[config.mk]
export PLATFORM = sky130hd
export DESIGN_NAME = bridge_memory_window_regs
export DESIGN_NICKNAME = d
export VERILOG_FILES = /design/src/bridge_window_pkg.sv /design/src/window_match.sv /design/src/bridge_memory_window_regs.sv
export SDC_FILE = /design/constraint.sdc
export NUM_CORES = 1
export LEC_CHECK = 0
export BUFFER_PORTS_ARGS = -buffer_cell sky130_fd_sc_hd__buf_2
export CORE_UTILIZATION = 40
export CTS_CLUSTER_DIAMETER = 60
export DETAILED_ROUTE_END_ITERATION = 12
export PLACE_DENSITY_LB_ADDON = 0.05
export SLEW_MARGIN = 20
export SYNTH_ARGS = -nofsm -noshare
export SYNTH_HDL_FRONTEND = slang
export SYNTH_HIERARCHICAL = 1
export SYNTH_SLANG_ARGS = --single-unit
[constraint.sdc]
create_clock -name I_REF_CLK -period 7.55 [get_ports I_REF_CLK]
set_clock_uncertainty 0.1 [all_clocks]
set_input_delay 0 -clock I_REF_CLK [delete_from_list [all_inputs] [get_ports I_REF_CLK]]
set_output_delay 0 -clock I_REF_CLK [all_outputs]
set_load 0.02 [all_outputs]
[src/bridge_window_pkg.sv]
// Register map, field layout, reset values and widths of the bridge memory window registers
`default_nettype none
package bridge_window_pkg;
  localparam int ADDR_W = 12;
  localparam int WIN_W = 44;
  // Register indices; the byte address is four times the index
  localparam logic [ADDR_W-1:0] IDX_SEC_STATUS = 12'h01E;
  localparam logic [ADDR_W-1:0] IDX_MEM_BASE = 12'h020;
  localparam logic [ADDR_W-1:0] IDX_MEM_LIMIT = 12'h022;
  localparam logic [ADDR_W-1:0] IDX_PREF_BASE = 12'h024;
  localparam logic [ADDR_W-1:0] IDX_PREF_LIMIT = 12'h026;
  localparam logic [ADDR_W-1:0] IDX_PREF_BASE_HIGH = 12'h028;
  localparam logic [ADDR_W-1:0] IDX_PREF_LIMIT_HIGH = 12'h02C;
  localparam logic [ADDR_W-1:0] IDX_BRIDGE_CTRL = 12'h03E;
  localparam logic [ADDR_W-1:0] IDX_CFG_LOCK = 12'h040;
  localparam logic [ADDR_W-1:0] IDX_IRQ_MASK = 12'h041;
  localparam logic [ADDR_W-1:0] ADDR_SEC_STATUS = ADDR_W'(IDX_SEC_STATUS * 4);
  localparam logic [ADDR_W-1:0] ADDR_MEM_BASE = ADDR_W'(IDX_MEM_BASE * 4);
  localparam logic [ADDR_W-1:0] ADDR_MEM_LIMIT = ADDR_W'(IDX_MEM_LIMIT * 4);
  localparam logic [ADDR_W-1:0] ADDR_PREF_BASE = ADDR_W'(IDX_PREF_BASE * 4);
  localparam logic [ADDR_W-1:0] ADDR_PREF_LIMIT = ADDR_W'(IDX_PREF_LIMIT * 4);
  localparam logic [ADDR_W-1:0] ADDR_PREF_BASE_HIGH = ADDR_W'(IDX_PREF_BASE_HIGH * 4);
  localparam logic [ADDR_W-1:0] ADDR_PREF_LIMIT_HIGH = ADDR_W'(IDX_PREF_LIMIT_HIGH * 4);
  localparam logic [ADDR_W-1:0] ADDR_BRIDGE_CTRL = ADDR_W'(IDX_BRIDGE_CTRL * 4);
  localparam logic [ADDR_W-1:0] ADDR_CFG_LOCK = ADDR_W'(IDX_CFG_LOCK * 4);
  localparam logic [ADDR_W-1:0] ADDR_IRQ_MASK = ADDR_W'(IDX_IRQ_MASK * 4);
  // Field positions
  localparam int BIT_RX_MASTER_ABORT = 13;
  localparam int BIT_RX_SYSTEM_ERROR = 14;
  localparam int BIT_DETECTED_POISON = 15;
  localparam int BIT_ADDR64 = 0;
  localparam int WIN_LSB = 4;
  localparam int WIN_MSB = 15;
  localparam int BIT_SERR_ENABLE = 1;
  localparam int BIT_UNLOCK = 0;
  // Reset values and AXI response codes
  localparam logic [11:0] MEM_BASE_RST = 12'hFFF;
  localparam logic [11:0] MEM_LIMIT_RST = 12'h000;
  localparam logic [11:0] PREF_BASE_RST = 12'hFFF;
  localparam logic [11:0] PREF_LIMIT_RST = 12'h000;
  localparam logic ADDR64_RST = 1'b1;
  localparam logic [31:0] PREF_BASE_HIGH_RST = 32'hFFFF_FFFF;
  localparam logic [31:0] PREF_LIMIT_HIGH_RST = 32'h0000_0000;
  localparam logic [1:0] RESP_OKAY = 2'b00;
  localparam logic [1:0] RESP_SLVERR = 2'b10;
endpackage : bridge_window_pkg
`default_nettype wire

[src/window_match.sv]
// Registered address window comparator on address bits 63..20
`default_nettype none
module window_match
  import bridge_window_pkg::*;
(
  input wire logic i_clk,
  input wire logic i_rst_n,
  input wire logic [63:0] i_addr,
  input wire logic [WIN_W-1:0] i_low,
  input wire logic [WIN_W-1:0] i_high,
  output logic o_hit
);
  logic next_hit;

  // Bits 19..0 are don't-care: the base is 1MB aligned and the limit ends at 0xF_FFFF
  always_comb
  begin
    next_hit = (i_addr[63:20] >= i_low) && (i_addr[63:20] <= i_high);
  end

  always_ff @(posedge i_clk or negedge i_rst_n)
  begin
    if (!i_rst_n)
      o_hit <= 1'b0;
    else
      o_hit <= next_hit;
  end
endmodule : window_match
`default_nettype wire

[src/bridge_memory_window_regs.sv]
// Secondary status, memory and prefetchable window registers with AXI4-Lite access
`default_nettype none
// Functional notes
// Received master abort bit reads zero
// No system error flag without enable
// Error message sets flag; write one clears
// Poisoned TLP always sets poison flag
// Memory window decides non-prefetchable forwarding
// Memory base field, 1MB aligned, resets FFF
// Memory limit field, resets zero
// Prefetch base, limit, upper halves decide forwarding
// 64-bit capable bit, resets one, lockable
// Limit bit 0 mirrors capable bit
// Prefetch base field, resets FFF
// Prefetch limit field, resets zero
// Upper halves read zero when 32-bit
// Reserved bits read zero, ignore writes
module bridge_memory_window_regs
  import bridge_window_pkg::*;
(
  input wire logic I_REF_CLK,
  input wire logic I_RESETN,
  input wire logic [ADDR_W-1:0] I_AWADDR,
  input wire logic I_AWVALID,
  output logic O_AWREADY,
  input wire logic [31:0] I_WDATA,
  input wire logic [3:0] I_WSTRB,
  input wire logic I_WVALID,
  output logic O_WREADY,
  output logic [1:0] O_BRESP,
  output logic O_BVALID,
  input wire logic I_BREADY,
  input wire logic [ADDR_W-1:0] I_ARADDR,
  input wire logic I_ARVALID,
  output logic O_ARREADY,
  output logic [31:0] O_RDATA,
  output logic [1:0] O_RRESP,
  output logic O_RVALID,
  input wire logic I_RREADY,
  input wire logic I_RX_ERR_MSG,
  input wire logic I_RX_POISON,
  input wire logic [63:0] I_FWD_ADDR,
  output logic O_MEM_HIT,
  output logic O_PREF_HIT,
  output logic O_IRQ
);
  logic rst_meta;
  logic rst_n;
  logic aw_held, next_aw_held;
  logic [ADDR_W-1:0] aw_addr, next_aw_addr;
  logic w_held, next_w_held;
  logic [31:0] w_data, next_w_data;
  logic [3:0] w_strb, next_w_strb;
  logic bvalid, next_bvalid;
  logic [1:0] bresp, next_bresp;
  logic rvalid, next_rvalid;
  logic [31:0] rdata, next_rdata;
  logic [1:0] rresp, next_rresp;
  logic [11:0] memory_window_base, next_memory_window_base;
  logic [11:0] memory_window_limit, next_memory_window_limit;
  logic [11:0] prefetch_window_base, next_prefetch_window_base;
  logic [11:0] prefetch_window_limit, next_prefetch_window_limit;
  logic prefetch_addr64_capable, next_prefetch_addr64_capable;
  logic [31:0] prefetch_base_high, next_prefetch_base_high;
  logic [31:0] prefetch_limit_high, next_prefetch_limit_high;
  logic rx_system_error_flag, next_rx_system_error_flag;
  logic detected_poison_flag, next_detected_poison_flag;
  logic system_error_enable, next_system_error_enable;
  logic cfg_unlock, next_cfg_unlock;
  logic [1:0] irq_mask, next_irq_mask;
  logic wr_fire;
  logic [ADDR_W-1:0] wa;
  logic [ADDR_W-1:0] ra;
  logic [31:0] merged;
  logic [31:0] read_word;
  logic read_hit;
  logic wr_hit;
  logic [31:0] base_high_view;
  logic [31:0] limit_high_view;
  logic [WIN_W-1:0] mem_low, mem_high, pref_low, pref_high;

  // Only bytes whose strobe is set are replaced
  function automatic logic [31:0] lane_merge(input logic [31:0] cur, input logic [31:0] d, input logic [3:0] s);
    logic [31:0] r;
    r = cur;
    for (int i = 0; i < 4; i++)
    begin
      if (s[i])
        r[i*8 +: 8] = d[i*8 +: 8];
    end
    return r;
  endfunction : lane_merge

  always_ff @(posedge I_REF_CLK or negedge I_RESETN)
  begin
    if (!I_RESETN)
    begin
      rst_meta <= 1'b0;
      rst_n <= 1'b0;
    end
    else
    begin
      rst_meta <= 1'b1;
      rst_n <= rst_meta;
    end
  end

  assign O_AWREADY = !aw_held && !bvalid;
  assign O_WREADY = !w_held && !bvalid;
  assign O_ARREADY = !rvalid;
  assign wr_fire = aw_held && w_held && !bvalid;
  assign wa = {aw_addr[ADDR_W-1:2], 2'b00};
  assign ra = {I_ARADDR[ADDR_W-1:2], 2'b00};
  assign base_high_view = prefetch_addr64_capable ? prefetch_base_high : 32'h0000_0000;
  assign limit_high_view = prefetch_addr64_capable ? prefetch_limit_high : 32'h0000_0000;

  // Read mux; unlisted and reserved bits stay zero
  always_comb
  begin
    read_word = 32'h0000_0000;
    read_hit = 1'b1;
    case (ra)
      ADDR_SEC_STATUS:
      begin
        read_word[BIT_DETECTED_POISON] = detected_poison_flag;
        read_word[BIT_RX_SYSTEM_ERROR] = rx_system_error_flag;
        read_word[BIT_RX_MASTER_ABORT] = 1'b0;
      end
      ADDR_MEM_BASE: read_word[WIN_MSB:WIN_LSB] = memory_window_base;
      ADDR_MEM_LIMIT: read_word[WIN_MSB:WIN_LSB] = memory_window_limit;
      ADDR_PREF_BASE:
      begin
        read_word[WIN_MSB:WIN_LSB] = prefetch_window_base;
        read_word[BIT_ADDR64] = prefetch_addr64_capable;
      end
      ADDR_PREF_LIMIT:
      begin
        read_word[WIN_MSB:WIN_LSB] = prefetch_window_limit;
        read_word[BIT_ADDR64] = prefetch_addr64_capable;
      end
      ADDR_PREF_BASE_HIGH: read_word = base_high_view;
      ADDR_PREF_LIMIT_HIGH: read_word = limit_high_view;
      ADDR_BRIDGE_CTRL: read_word[BIT_SERR_ENABLE] = system_error_enable;
      ADDR_CFG_LOCK: read_word[BIT_UNLOCK] = cfg_unlock;
      ADDR_IRQ_MASK: read_word[BIT_DETECTED_POISON:BIT_RX_SYSTEM_ERROR] = irq_mask;
      default: read_hit = 1'b0;
    endcase
  end

  always_comb
  begin
    next_aw_held = aw_held;
    next_aw_addr = aw_addr;
    next_w_held = w_held;
    next_w_data = w_data;
    next_w_strb = w_strb;
    next_bvalid = bvalid;
    next_bresp = bresp;
    next_rvalid = rvalid;
    next_rdata = rdata;
    next_rresp = rresp;
    next_memory_window_base = memory_window_base;
    next_memory_window_limit = memory_window_limit;
    next_prefetch_window_base = prefetch_window_base;
    next_prefetch_window_limit = prefetch_window_limit;
    next_prefetch_addr64_capable = prefetch_addr64_capable;
    next_prefetch_base_high = prefetch_base_high;
    next_prefetch_limit_high = prefetch_limit_high;
    next_system_error_enable = system_error_enable;
    next_cfg_unlock = cfg_unlock;
    next_irq_mask = irq_mask;
    next_rx_system_error_flag = rx_system_error_flag;
    next_detected_poison_flag = detected_poison_flag;
    wr_hit = 1'b1;
    merged = 32'h0000_0000;
    if (I_AWVALID && O_AWREADY)
    begin
      next_aw_held = 1'b1;
      next_aw_addr = I_AWADDR;
    end
    if (I_WVALID && O_WREADY)
    begin
      next_w_held = 1'b1;
      next_w_data = I_WDATA;
      next_w_strb = I_WSTRB;
    end
    if (wr_fire)
    begin
      next_aw_held = 1'b0;
      next_w_held = 1'b0;
      next_bvalid = 1'b1;
      case (wa)
        ADDR_SEC_STATUS:
        begin
          // Write one clears; the set terms below are applied after and win
          if (w_strb[1] && w_data[BIT_RX_SYSTEM_ERROR])
            next_rx_system_error_flag = 1'b0;
          if (w_strb[1] && w_data[BIT_DETECTED_POISON])
            next_detected_poison_flag = 1'b0;
        end
        ADDR_MEM_BASE:
        begin
          merged = lane_merge({16'h0000, memory_window_base, 4'h0}, w_data, w_strb);
          next_memory_window_base = merged[WIN_MSB:WIN_LSB];
        end
        ADDR_MEM_LIMIT:
        begin
          merged = lane_merge({16'h0000, memory_window_limit, 4'h0}, w_data, w_strb);
          next_memory_window_limit = merged[WIN_MSB:WIN_LSB];
        end
        ADDR_PREF_BASE:
        begin
          merged = lane_merge({16'h0000, prefetch_window_base, 3'h0, prefetch_addr64_capable}, w_data, w_strb);
          next_prefetch_window_base = merged[WIN_MSB:WIN_LSB];
          if (cfg_unlock)
            next_prefetch_addr64_capable = merged[BIT_ADDR64];
        end
        ADDR_PREF_LIMIT:
        begin
          merged = lane_merge({16'h0000, prefetch_window_limit, 4'h0}, w_data, w_strb);
          next_prefetch_window_limit = merged[WIN_MSB:WIN_LSB];
        end
        ADDR_PREF_BASE_HIGH:
        begin
          if (prefetch_addr64_capable)
            next_prefetch_base_high = lane_merge(prefetch_base_high, w_data, w_strb);
        end
        ADDR_PREF_LIMIT_HIGH:
        begin
          if (prefetch_addr64_capable)
            next_prefetch_limit_high = lane_merge(prefetch_limit_high, w_data, w_strb);
        end
        ADDR_BRIDGE_CTRL:
        begin
          if (w_strb[0])
            next_system_error_enable = w_data[BIT_SERR_ENABLE];
        end
        ADDR_CFG_LOCK:
        begin
          if (w_strb[0])
            next_cfg_unlock = w_data[BIT_UNLOCK];
        end
        ADDR_IRQ_MASK:
        begin
          if (w_strb[1])
            next_irq_mask = w_data[BIT_DETECTED_POISON:BIT_RX_SYSTEM_ERROR];
        end
        default: wr_hit = 1'b0;
      endcase
      next_bresp = wr_hit ? RESP_OKAY : RESP_SLVERR;
    end
    else if (bvalid && I_BREADY)
      next_bvalid = 1'b0;
    if (I_RX_ERR_MSG && system_error_enable)
      next_rx_system_error_flag = 1'b1;
    if (I_RX_POISON)
      next_detected_poison_flag = 1'b1;
    if (I_ARVALID && O_ARREADY)
    begin
      next_rvalid = 1'b1;
      next_rdata = read_word;
      next_rresp = read_hit ? RESP_OKAY : RESP_SLVERR;
    end
    else if (rvalid && I_RREADY)
      next_rvalid = 1'b0;
  end

  always_ff @(posedge I_REF_CLK or negedge rst_n)
  begin
    if (!rst_n)
    begin
      aw_held <= 1'b0;
      aw_addr <= '0;
      w_held <= 1'b0;
      w_data <= 32'h0000_0000;
      w_strb <= 4'h0;
      bvalid <= 1'b0;
      bresp <= RESP_OKAY;
      rvalid <= 1'b0;
      rdata <= 32'h0000_0000;
      rresp <= RESP_OKAY;
      memory_window_base <= MEM_BASE_RST;
      memory_window_limit <= MEM_LIMIT_RST;
      prefetch_window_base <= PREF_BASE_RST;
      prefetch_window_limit <= PREF_LIMIT_RST;
      prefetch_addr64_capable <= ADDR64_RST;
      prefetch_base_high <= PREF_BASE_HIGH_RST;
      prefetch_limit_high <= PREF_LIMIT_HIGH_RST;
      rx_system_error_flag <= 1'b0;
      detected_poison_flag <= 1'b0;
      system_error_enable <= 1'b0;
      cfg_unlock <= 1'b0;
      irq_mask <= 2'b00;
    end
    else
    begin
      aw_held <= next_aw_held;
      aw_addr <= next_aw_addr;
      w_held <= next_w_held;
      w_data <= next_w_data;
      w_strb <= next_w_strb;
      bvalid <= next_bvalid;
      bresp <= next_bresp;
      rvalid <= next_rvalid;
      rdata <= next_rdata;
      rresp <= next_rresp;
      memory_window_base <= next_memory_window_base;
      memory_window_limit <= next_memory_window_limit;
      prefetch_window_base <= next_prefetch_window_base;
      prefetch_window_limit <= next_prefetch_window_limit;
      prefetch_addr64_capable <= next_prefetch_addr64_capable;
      prefetch_base_high <= next_prefetch_base_high;
      prefetch_limit_high <= next_prefetch_limit_high;
      rx_system_error_flag <= next_rx_system_error_flag;
      detected_poison_flag <= next_detected_poison_flag;
      system_error_enable <= next_system_error_enable;
      cfg_unlock <= next_cfg_unlock;
      irq_mask <= next_irq_mask;
    end
  end

  assign O_BVALID = bvalid;
  assign O_BRESP = bresp;
  assign O_RVALID = rvalid;
  assign O_RDATA = rdata;
  assign O_RRESP = rresp;
  assign O_IRQ = |({detected_poison_flag, rx_system_error_flag} & irq_mask);

  // A 32-bit window keeps its upper half at zero, so 64-bit addresses never hit
  assign mem_low = {32'h0000_0000, memory_window_base};
  assign mem_high = {32'h0000_0000, memory_window_limit};
  assign pref_low = {base_high_view, prefetch_window_base};
  assign pref_high = {limit_high_view, prefetch_window_limit};

  window_match mem_window (
    .i_clk(I_REF_CLK),
    .i_rst_n(rst_n),
    .i_addr(I_FWD_ADDR),
    .i_low(mem_low),
    .i_high(mem_high),
    .o_hit(O_MEM_HIT)
  );

  window_match pref_window (
    .i_clk(I_REF_CLK),
    .i_rst_n(rst_n),
    .i_addr(I_FWD_ADDR),
    .i_low(pref_low),
    .i_high(pref_high),
    .o_hit(O_PREF_HIT)
  );
endmodule : bridge_memory_window_regs
`default_nettype wire

Word-level counts from Yosys, hierarchy flattened. Cells that the tools add are included.

Register bits: 211. Word-level logic and storage cells: 145. Output and inout port bits: 44. Input bits: 133.

Reductions and logical operators: 54. $lt $le $gt $ge: 4. Multiplexer cells: 30. Equality and inequality tests: 20. Bitwise logic cells: 1.

Operators with widths (count): == test 10 x 6 -> 1 bit, second input constant (14); two-way mux 32 bit (2); case mux 9 bit (6 select lines) (1); >= comparator 44 x 12 -> 1 bit (1); >= comparator 44 bit (1); less-or-equal comparator 44 x 12 -> 1 bit (1); less-or-equal comparator 44 bit (1); == test 10 x 7 -> 1 bit, second input constant (4); AND reduction 3 bit (13); AND reduction 4 bit (9); case mux 16 bit (2 select lines) (1); == test 10 x 5 -> 1 bit, second input constant (2); nonzero test 2 bit (10); OR reduction 10 bit (2); two-way mux 1 bit (19); case mux 2 bit (8 select lines) (1); logical AND 1 bit (14); case mux 1 bit (6 select lines) (1); zero test 1 bit (4); two-way mux 2 bit (2); case mux 1 bit (4 select lines) (1); case mux 2 bit (2 select lines) (1); OR reduction 2 bit (2); case mux 1 bit (3 select lines) (1); AND 2 bit (1).

Logic depth before layout (Yosys ltp). Gate-level depths: netlist (run 1).

Depth after elaboration: 5. Mapped depth: 12.

Hierarchy. Netlist (run 1), hierarchy kept.

Modules (own cells, without submodules): bridge_memory_window_regs (times used 1, area each 9349.0 um^2, cells each 705); window_match (times used 2, area each 2225.9 um^2, cells each 315).

Least setup slack after synthesis (run 1). No wires, ideal clock.

Kind: register to register. Start: register prefetch_addr64_capable. End: register pref_window.o_hit. Path buffers: 3. Clock period less this slack: 2759 ps. Data arrival time: 2572 ps. Library setup time: 87 ps. Path slack: 4791 ps. Cell stages (with the launch flop): 13. Cell sequence: dfstp_2 clkbuf_1 clkbuf_1 clkbuf_1 and2_1 inv_1 ha_1 a21oi_2 o21ai_1 a221oi_2 o211ai_1 nand4b_1 a22oi_1.

Longest elaborated chain between the ends: 3.

Ends and longest elaborated chain: start: declaration (line bridge_memory_window_regs.sv:63) `logic prefetch_addr64_capable, next_prefetch_addr64_capable;`; start signal: assignment (line bridge_memory_window_regs.sv:311) `prefetch_addr64_capable <= next_prefetch_addr64_capable;`; two-way mux 32 bit (line bridge_memory_window_regs.sv:115) `assign limit_high_view = prefetch_addr64_capable ? prefetch_limit_high : 32'h0000_0000;`; via limit_high_view[19] (line bridge_memory_window_regs.sv:79) `logic [31:0] limit_high_view;`; less-or-equal comparator 44 bit (line window_match.sv:18) `next_hit = (i_addr[63:20] >= i_low) && (i_addr[63:20] <= i_high);`; logical AND 1 bit (line window_match.sv:18); via pref_window.next_hit (line window_match.sv:13) `logic next_hit;`; end signal: assignment (line window_match.sv:26) `o_hit <= next_hit;`; end: declaration (line window_match.sv:11) `output logic o_hit`.

The timed path passes the listed nets, and every way through them passes these cells. A chain may end at the register's enable or synchronous reset.

Worst setup path in the final report (run 1).
Start: register prefetch_addr64_capable. End: register pref_window.o_hit.

Longest elaborated chain between the ends: 3.

Ends and longest elaborated chain: two-way mux 32 bit (line bridge_memory_window_regs.sv:114) `assign base_high_view = prefetch_addr64_capable ? prefetch_base_high : 32'h0000_0000;`; via base_high_view[5] (line bridge_memory_window_regs.sv:78) `logic [31:0] base_high_view;`; >= comparator 44 bit (line window_match.sv:18); logical AND 1 bit (line window_match.sv:18); via pref_window.next_hit (line window_match.sv:13).

The timed path passes the listed nets, and every way through them passes these cells.

==> results of run 1 <==
[where the power goes]
part	switching, mW	internal, mW	total, mW
clock	0.503	0.804	1.31
sequential	0.246	1.28	1.53
combinational	0.346	0.328	0.675
total	1.10	2.41	3.51
[worst paths after layout]
| check | to | slack [ns] | depth (start not counted) |
|---|---|---|---|
| hold reg to reg | w_held | 0.18 | 0 |
| hold / removal | pref_window/o_hit | 0.06 | 5 |
| min in group asynchronous | w_held | 0.18 | 0 |
| setup / recovery | pref_window/o_hit | 4.20 | 9 |
| setup reg to reg | pref_window/o_hit | 4.20 | 9 |
| max in group asynchronous | memory_window_limit[0] | 5.33 | 2 |
[state kept, by name, indices dropped and copies added (netlist names), 2 cells and up]
| name | flops |
|---|---|
| O_RDATA | 32 |
| prefetch_base_high | 32 |
| prefetch_limit_high | 32 |
| w_data | 32 |
| memory_window_base | 12 |
| memory_window_limit | 12 |
| prefetch_window_base | 12 |
| prefetch_window_limit | 12 |
| aw_addr | 10 |
| w_strb | 4 |
| irq_mask | 2 |
[worst max-delay path: cells and delay by family (launching register included)]
family          cells  cell delay [ns]
compound gates      3             0.72
fa+ha+maj           1             0.28
buf+inv             2             0.50
flops               1             0.70
simple gates        3             0.94
[cells in the final DEF (no fill, tap or decap), types with 16 or more instances in the layout]
master and instances:
inv_1 179, ha_1 176, mux2_2 161, buf_2 150
dfrtp_1 149, a21oi_1 91, nand2_1 74, and2_1 71
conb_1 67, dlygate4sd3_1 64, dfstp_2 57, nor2_1 43
o21ai_0 39, nand4_1 38, nand3_1 29, clkbuf_16 27
mux2i_1 22, nor3_1 16
[routing by layer]
layer  track usage [%]  part of all wire, %  up-vias
li1                  -                    -     5263
met4              4.41                  1.4        0
met3              2.60                  3.9       36
met2              36.0                   45      182
met1              32.3                   50     5170
met5                 0                    0        -
[area by class of cell]
class / count / share of cell area, %
well taps: 448 / 3.33
clock inverters: 11 / 0.899
inverters: 179 / 3.99
repair buffers: 224 / 8.71
flip-flops and latches: 207 / 31.2
multi-input cells: 979 / 47.4
clock buffers: 38 / 4.49
[through the flow]
| stage | area [um^2] | setup WS [ns] | std cells | total power [mW] |
|---|---|---|---|---|
| after detailed placement | 15300 | 4.17 | 1973 | 2.19 |
| after global routing | 16800 | 3.98 | 2086 | 3.71 |
| after global placement | 15300 | 4.18 | 1973 | 2.17 |
| final | 16800 | 4.20 | 2086 | 3.51 |
| after CTS | 16800 | 4.17 | 2086 | 3.55 |
| after floorplan | 14000 | 1.35 | 1400 | 1.92 |
[kinds of logic after synthesis]
kind of cell / share of synthesized area [%]
and+or+nand+nor: 13.7
buffers and inverters: 5.89
AOI/OAI and AO/OA: 9.65
DFF: 38.1
muxes: 16.7
adders and majority gates: 16.0
other: 0.0544
==> reports/metrics.csv, run 1 <==
metric;value;unit
run_status;finished, final reports clean;
start_util;41.0;%
synth_edf_count;0;
gp_congestion;0.841;
drt-initial-drc-count;417;
path_cells;buf_4 -> and2_1 -> inv_1 -> ha_1 -> nand4_1 -> nor3_1 -> o31a_1 -> o2111ai_1 -> a22oi_1;
postCtsSetupBuffers;0;
crit_arrival;3.70;ns
first_global_vias;11200;
min_period_over_period;44.3;%
yosysMostFrequentCell;inv_1;
cp_max_fo;56;
max_slew.worst_pin.slew;1.04;ns
die_y;188;um
hold_class;input pin to flip-flop;
hold_viol_final;0;
synth_warnings;6;
postCtsResizedCells;0;
post-dp-hpwl;29100;um
coreArea;33700;um^2
insertion_delay;0.53;ns
routedWlPerCell;18.3;um
die_w;188;um
root_buffer;clkbuf_16;
antenna_found_initial;0;
avgSynthCellArea;10.3;um^2
power_density;208;nW/um^2
worstSetupPathType;flip-flop to flip-flop;
clock_path_buffers;3;
nets;1927;
finalSetupViolations;0;
rsz0062_at_grt;false;
vias;10700;
synthTopCellsByArea;dfrtp_1 27%, ha_1 16%, mux2_2 13%;
min_period;3.35;ns
viasPerCell;5.11;
critPathLaunchType;flip-flop;
crit-reg2reg-launch;prefetch_addr64_capable;
syn2layout_area_growth;22.1;%
yosysTopAreaCell;dfrtp_1;
max_slew_margin;30.3;%
drive_above_1_share;28.1;%
ys_types;66;
critPathLaunch;prefetch_addr64_capable;
die-area;35200;um^2
fin_hold_ws;0.0592;ns
drt-total-wl;38100;um
cts_hold_buf;64;
clk_pin_slew;0.06;ns
p_leak;7.45;nW
required;7.90;ns
synth_seq_cells;207;
ant_nets;0;
utilization;50.0;%
endpoint_kind;flip-flop;
max_stage_delay;0.70;ns
fin_tns_setup;0;ns
synth-main-ff-cell;dfrtp_1;
synth_area;13800;um^2
syn_inst;1335;
cts_sinks;207;
grt_pass1_wl;61700;um
ys_seq_area_share;38.1;%
n_antenna_cell;0;
multiInputGateArea;7980;um^2
cts_max_level;1;
hp-start;I_FWD_ADDR[31];
synth_top_area_share;27.2;%
num_rows;67;
cts_tree;done;
io_pins;177;
grt-ovfl-total;0;
fillCellCount;3195;
ir_worst_vdd;0.190;mV
grt_start_max_net_pins;63;
max_cap_violations;0;
regArea;5260;um^2
critical-path-slowest-cell;dfstp_2;
remaining_drc_errors;0;
async_flop_share;100;%
grtUsageTotal;22.3;%
portBuffers;150;
max_freq;299;MHz
drt_pass1_iterations;4;
slew_violations;0;
synth_commonest_cells;179 x inv_1, 176 x ha_1, 161 x mux2_2;
cts_made_buffers;27;
(Power assumes the default switching activity.)
==> run 2: changes to the inputs <==
- clock period: 7.55 -> 2.9 ns (I/O delays scaled with it)
==> run 2 against run 1 <==
Effect of this change: utilization up 0.60 points; sequential power rose to 2.6 times the previous value; power rose to 2.6 times the previous value; via count up 1.9%; sequential share of layout area down 0.37 points; register-to-register slack worse by 4.1 ns; clock power up 150%; critical endpoint is now O_RDATA[1]; largest cell class unchanged; largest power group unchanged; highest routed layer unchanged.
==> reports/metrics.csv, run 2 (synthesis gave the netlist of run 1 again) <==
metric;value;unit
root_buffer;clkbuf_16;
coreArea;33700;um^2
power_density;531;nW/um^2
die_y;188;um
grtUsageTotal;22.2;%
drt_pass1_iterations;5;
required;3.26;ns
clock_path_buffers;3;
io_pins;177;
p_leak;7.56;nW
nets;1945;
drive_above_1_share;29.1;%
fin_hold_ws;0.0348;ns
critPathLaunchType;input pin;
start_util;41.0;%
multiInputGateArea;8000;um^2
hold_class;input pin to flip-flop;
min_period;2.76;ns
final_common_cell;inv_1;
max_cap_violations;0;
ant_nets;0;
n_antenna_cell;0;
max_slew.worst_pin.slew;0.817;ns
grt_pass1_wl;61300;um
first_global_vias;11100;
fin_tns_setup;0;ns
cts_max_level;1;
vias;10900;
num_rows;67;
max_slew_margin;45.1;%
regArea;5260;um^2
cts_sinks;207;
p_total;9.06;mW
portBuffers;150;
gp_congestion;0.840;
endpoint_kind;flip-flop;
finalSetupViolations;0;
cp_max_fo;7;
cts_tree;done;
post-dp-hpwl;29800;um
routedWlPerCell;18.2;um
drt-total-wl;38300;um
run_status;finished, final reports clean;
instances_no_fill;2104;
clk_pin_slew;0.06;ns
rsz0062_at_grt;true;
insertion_delay;0.53;ns
min_period_over_period;95.1;%
final_cell_mix;179 x inv_1, 176 x ha_1, 161 x mux2_2;
die_w;188;um
ir_worst_vdd;0.451;mV
hold_viol_final;0;
max_freq;363;MHz
remaining_drc_errors;0;
grt-ovfl-total;0;
fillCellCount;3214;
crit_arrival;3.12;ns
grt_start_max_net_pins;64;
antenna_found_initial;0;
slew_violations;0;
viasPerCell;5.16;
drt-initial-drc-count;548;
dp_cells;1991;
cts_made_buffers;26;
die-area;35200;um^2
syn2layout_area_growth;23.5;%
worstSetupPathType;input pin to flip-flop;
==> run 2: changes by cell type in the layout (fill, tap and decap cells not counted), sizes merged <==
| cell | delta |
|---|---|
| clkbuf | -2 |
| clkinv | +2 |
| buf | +19 |
| bufinv | -1 |
==> run 2: per-stage QoR <==
step                      setup slack (ns)  area [um^2]  util [%]
final                                0.142        17000      50.6
after global routing               -0.0370        17000      50.6
after CTS                            0.132        17000      50.5
after detailed placement           0.00256        15500      46.0
after global placement              0.0760        15500      46.0
after floorplan                      0.141        14000         -
==> run 2: final cells by class <==
class | count | area share, %
multi-input combinational | 979 | 47.0
sequential | 207 | 30.8
timing repair buffer | 243 | 9.88
clock buffer | 36 | 4.34
inverter | 179 | 3.94
tap | 448 | 3.29
clock inverter | 12 | 0.771
==> run 2: final timing paths <==
path                                    endpoint  cells after the start                     from  slack [ns]
max reg2reg                           O_RDATA[1]                      6  prefetch_addr64_capable        0.14
min reg2reg                           aw_addr[9]                      0                    rst_n        0.23
max                                   O_RDATA[1]                      8              I_ARADDR[2]        0.14
min                            pref_window/o_hit                      5           I_FWD_ADDR[31]        0.03
min in group asynchronous                  rst_n                      3                 I_RESETN        0.22
max in group asynchronous  memory_window_base[0]                      1                    rst_n        1.65
==> run 2: critical path: stages <==
cell,delay [ns]
dlygate4sd3_1,0.53
buf_2,0.16
or4b_1,0.69
nor2_1,0.29
a32oi_1,0.09
dlygate4sd3_1,0.58
o31ai_1,0.20
dlygate4sd3_1,0.58
==> run 2: power by group <==
part | switching (mW) | internal, mW | total [mW] | leakage, nW
clock | 1.30 | 1.97 | 3.27 | 0.433
sequential | 0.630 | 3.33 | 3.96 | 2.54
combinational | 0.930 | 0.893 | 1.82 | 4.60
==> run 2: layer usage <==
metal | track usage [%] | share of wire [%] | wire (um)
met3 | 2.68 | 4.9 | 1880
met1 | 32.2 | 49 | 18600
met5 | 0 | 0 | 0
met2 | 35.7 | 45 | 17300
met4 | 4.41 | 1.5 | 563
==> run 2: repair_timing <==
action                                  in CTS  in global routing
hold endpoints to repair                    61                  0
setup buffers                                0                  1
endpoints found under the setup margin       1                  3
hold buffers                                64                  0
gates resized for setup                      1                  3
pin swaps                                    0                  0
cloned                                       0                  0
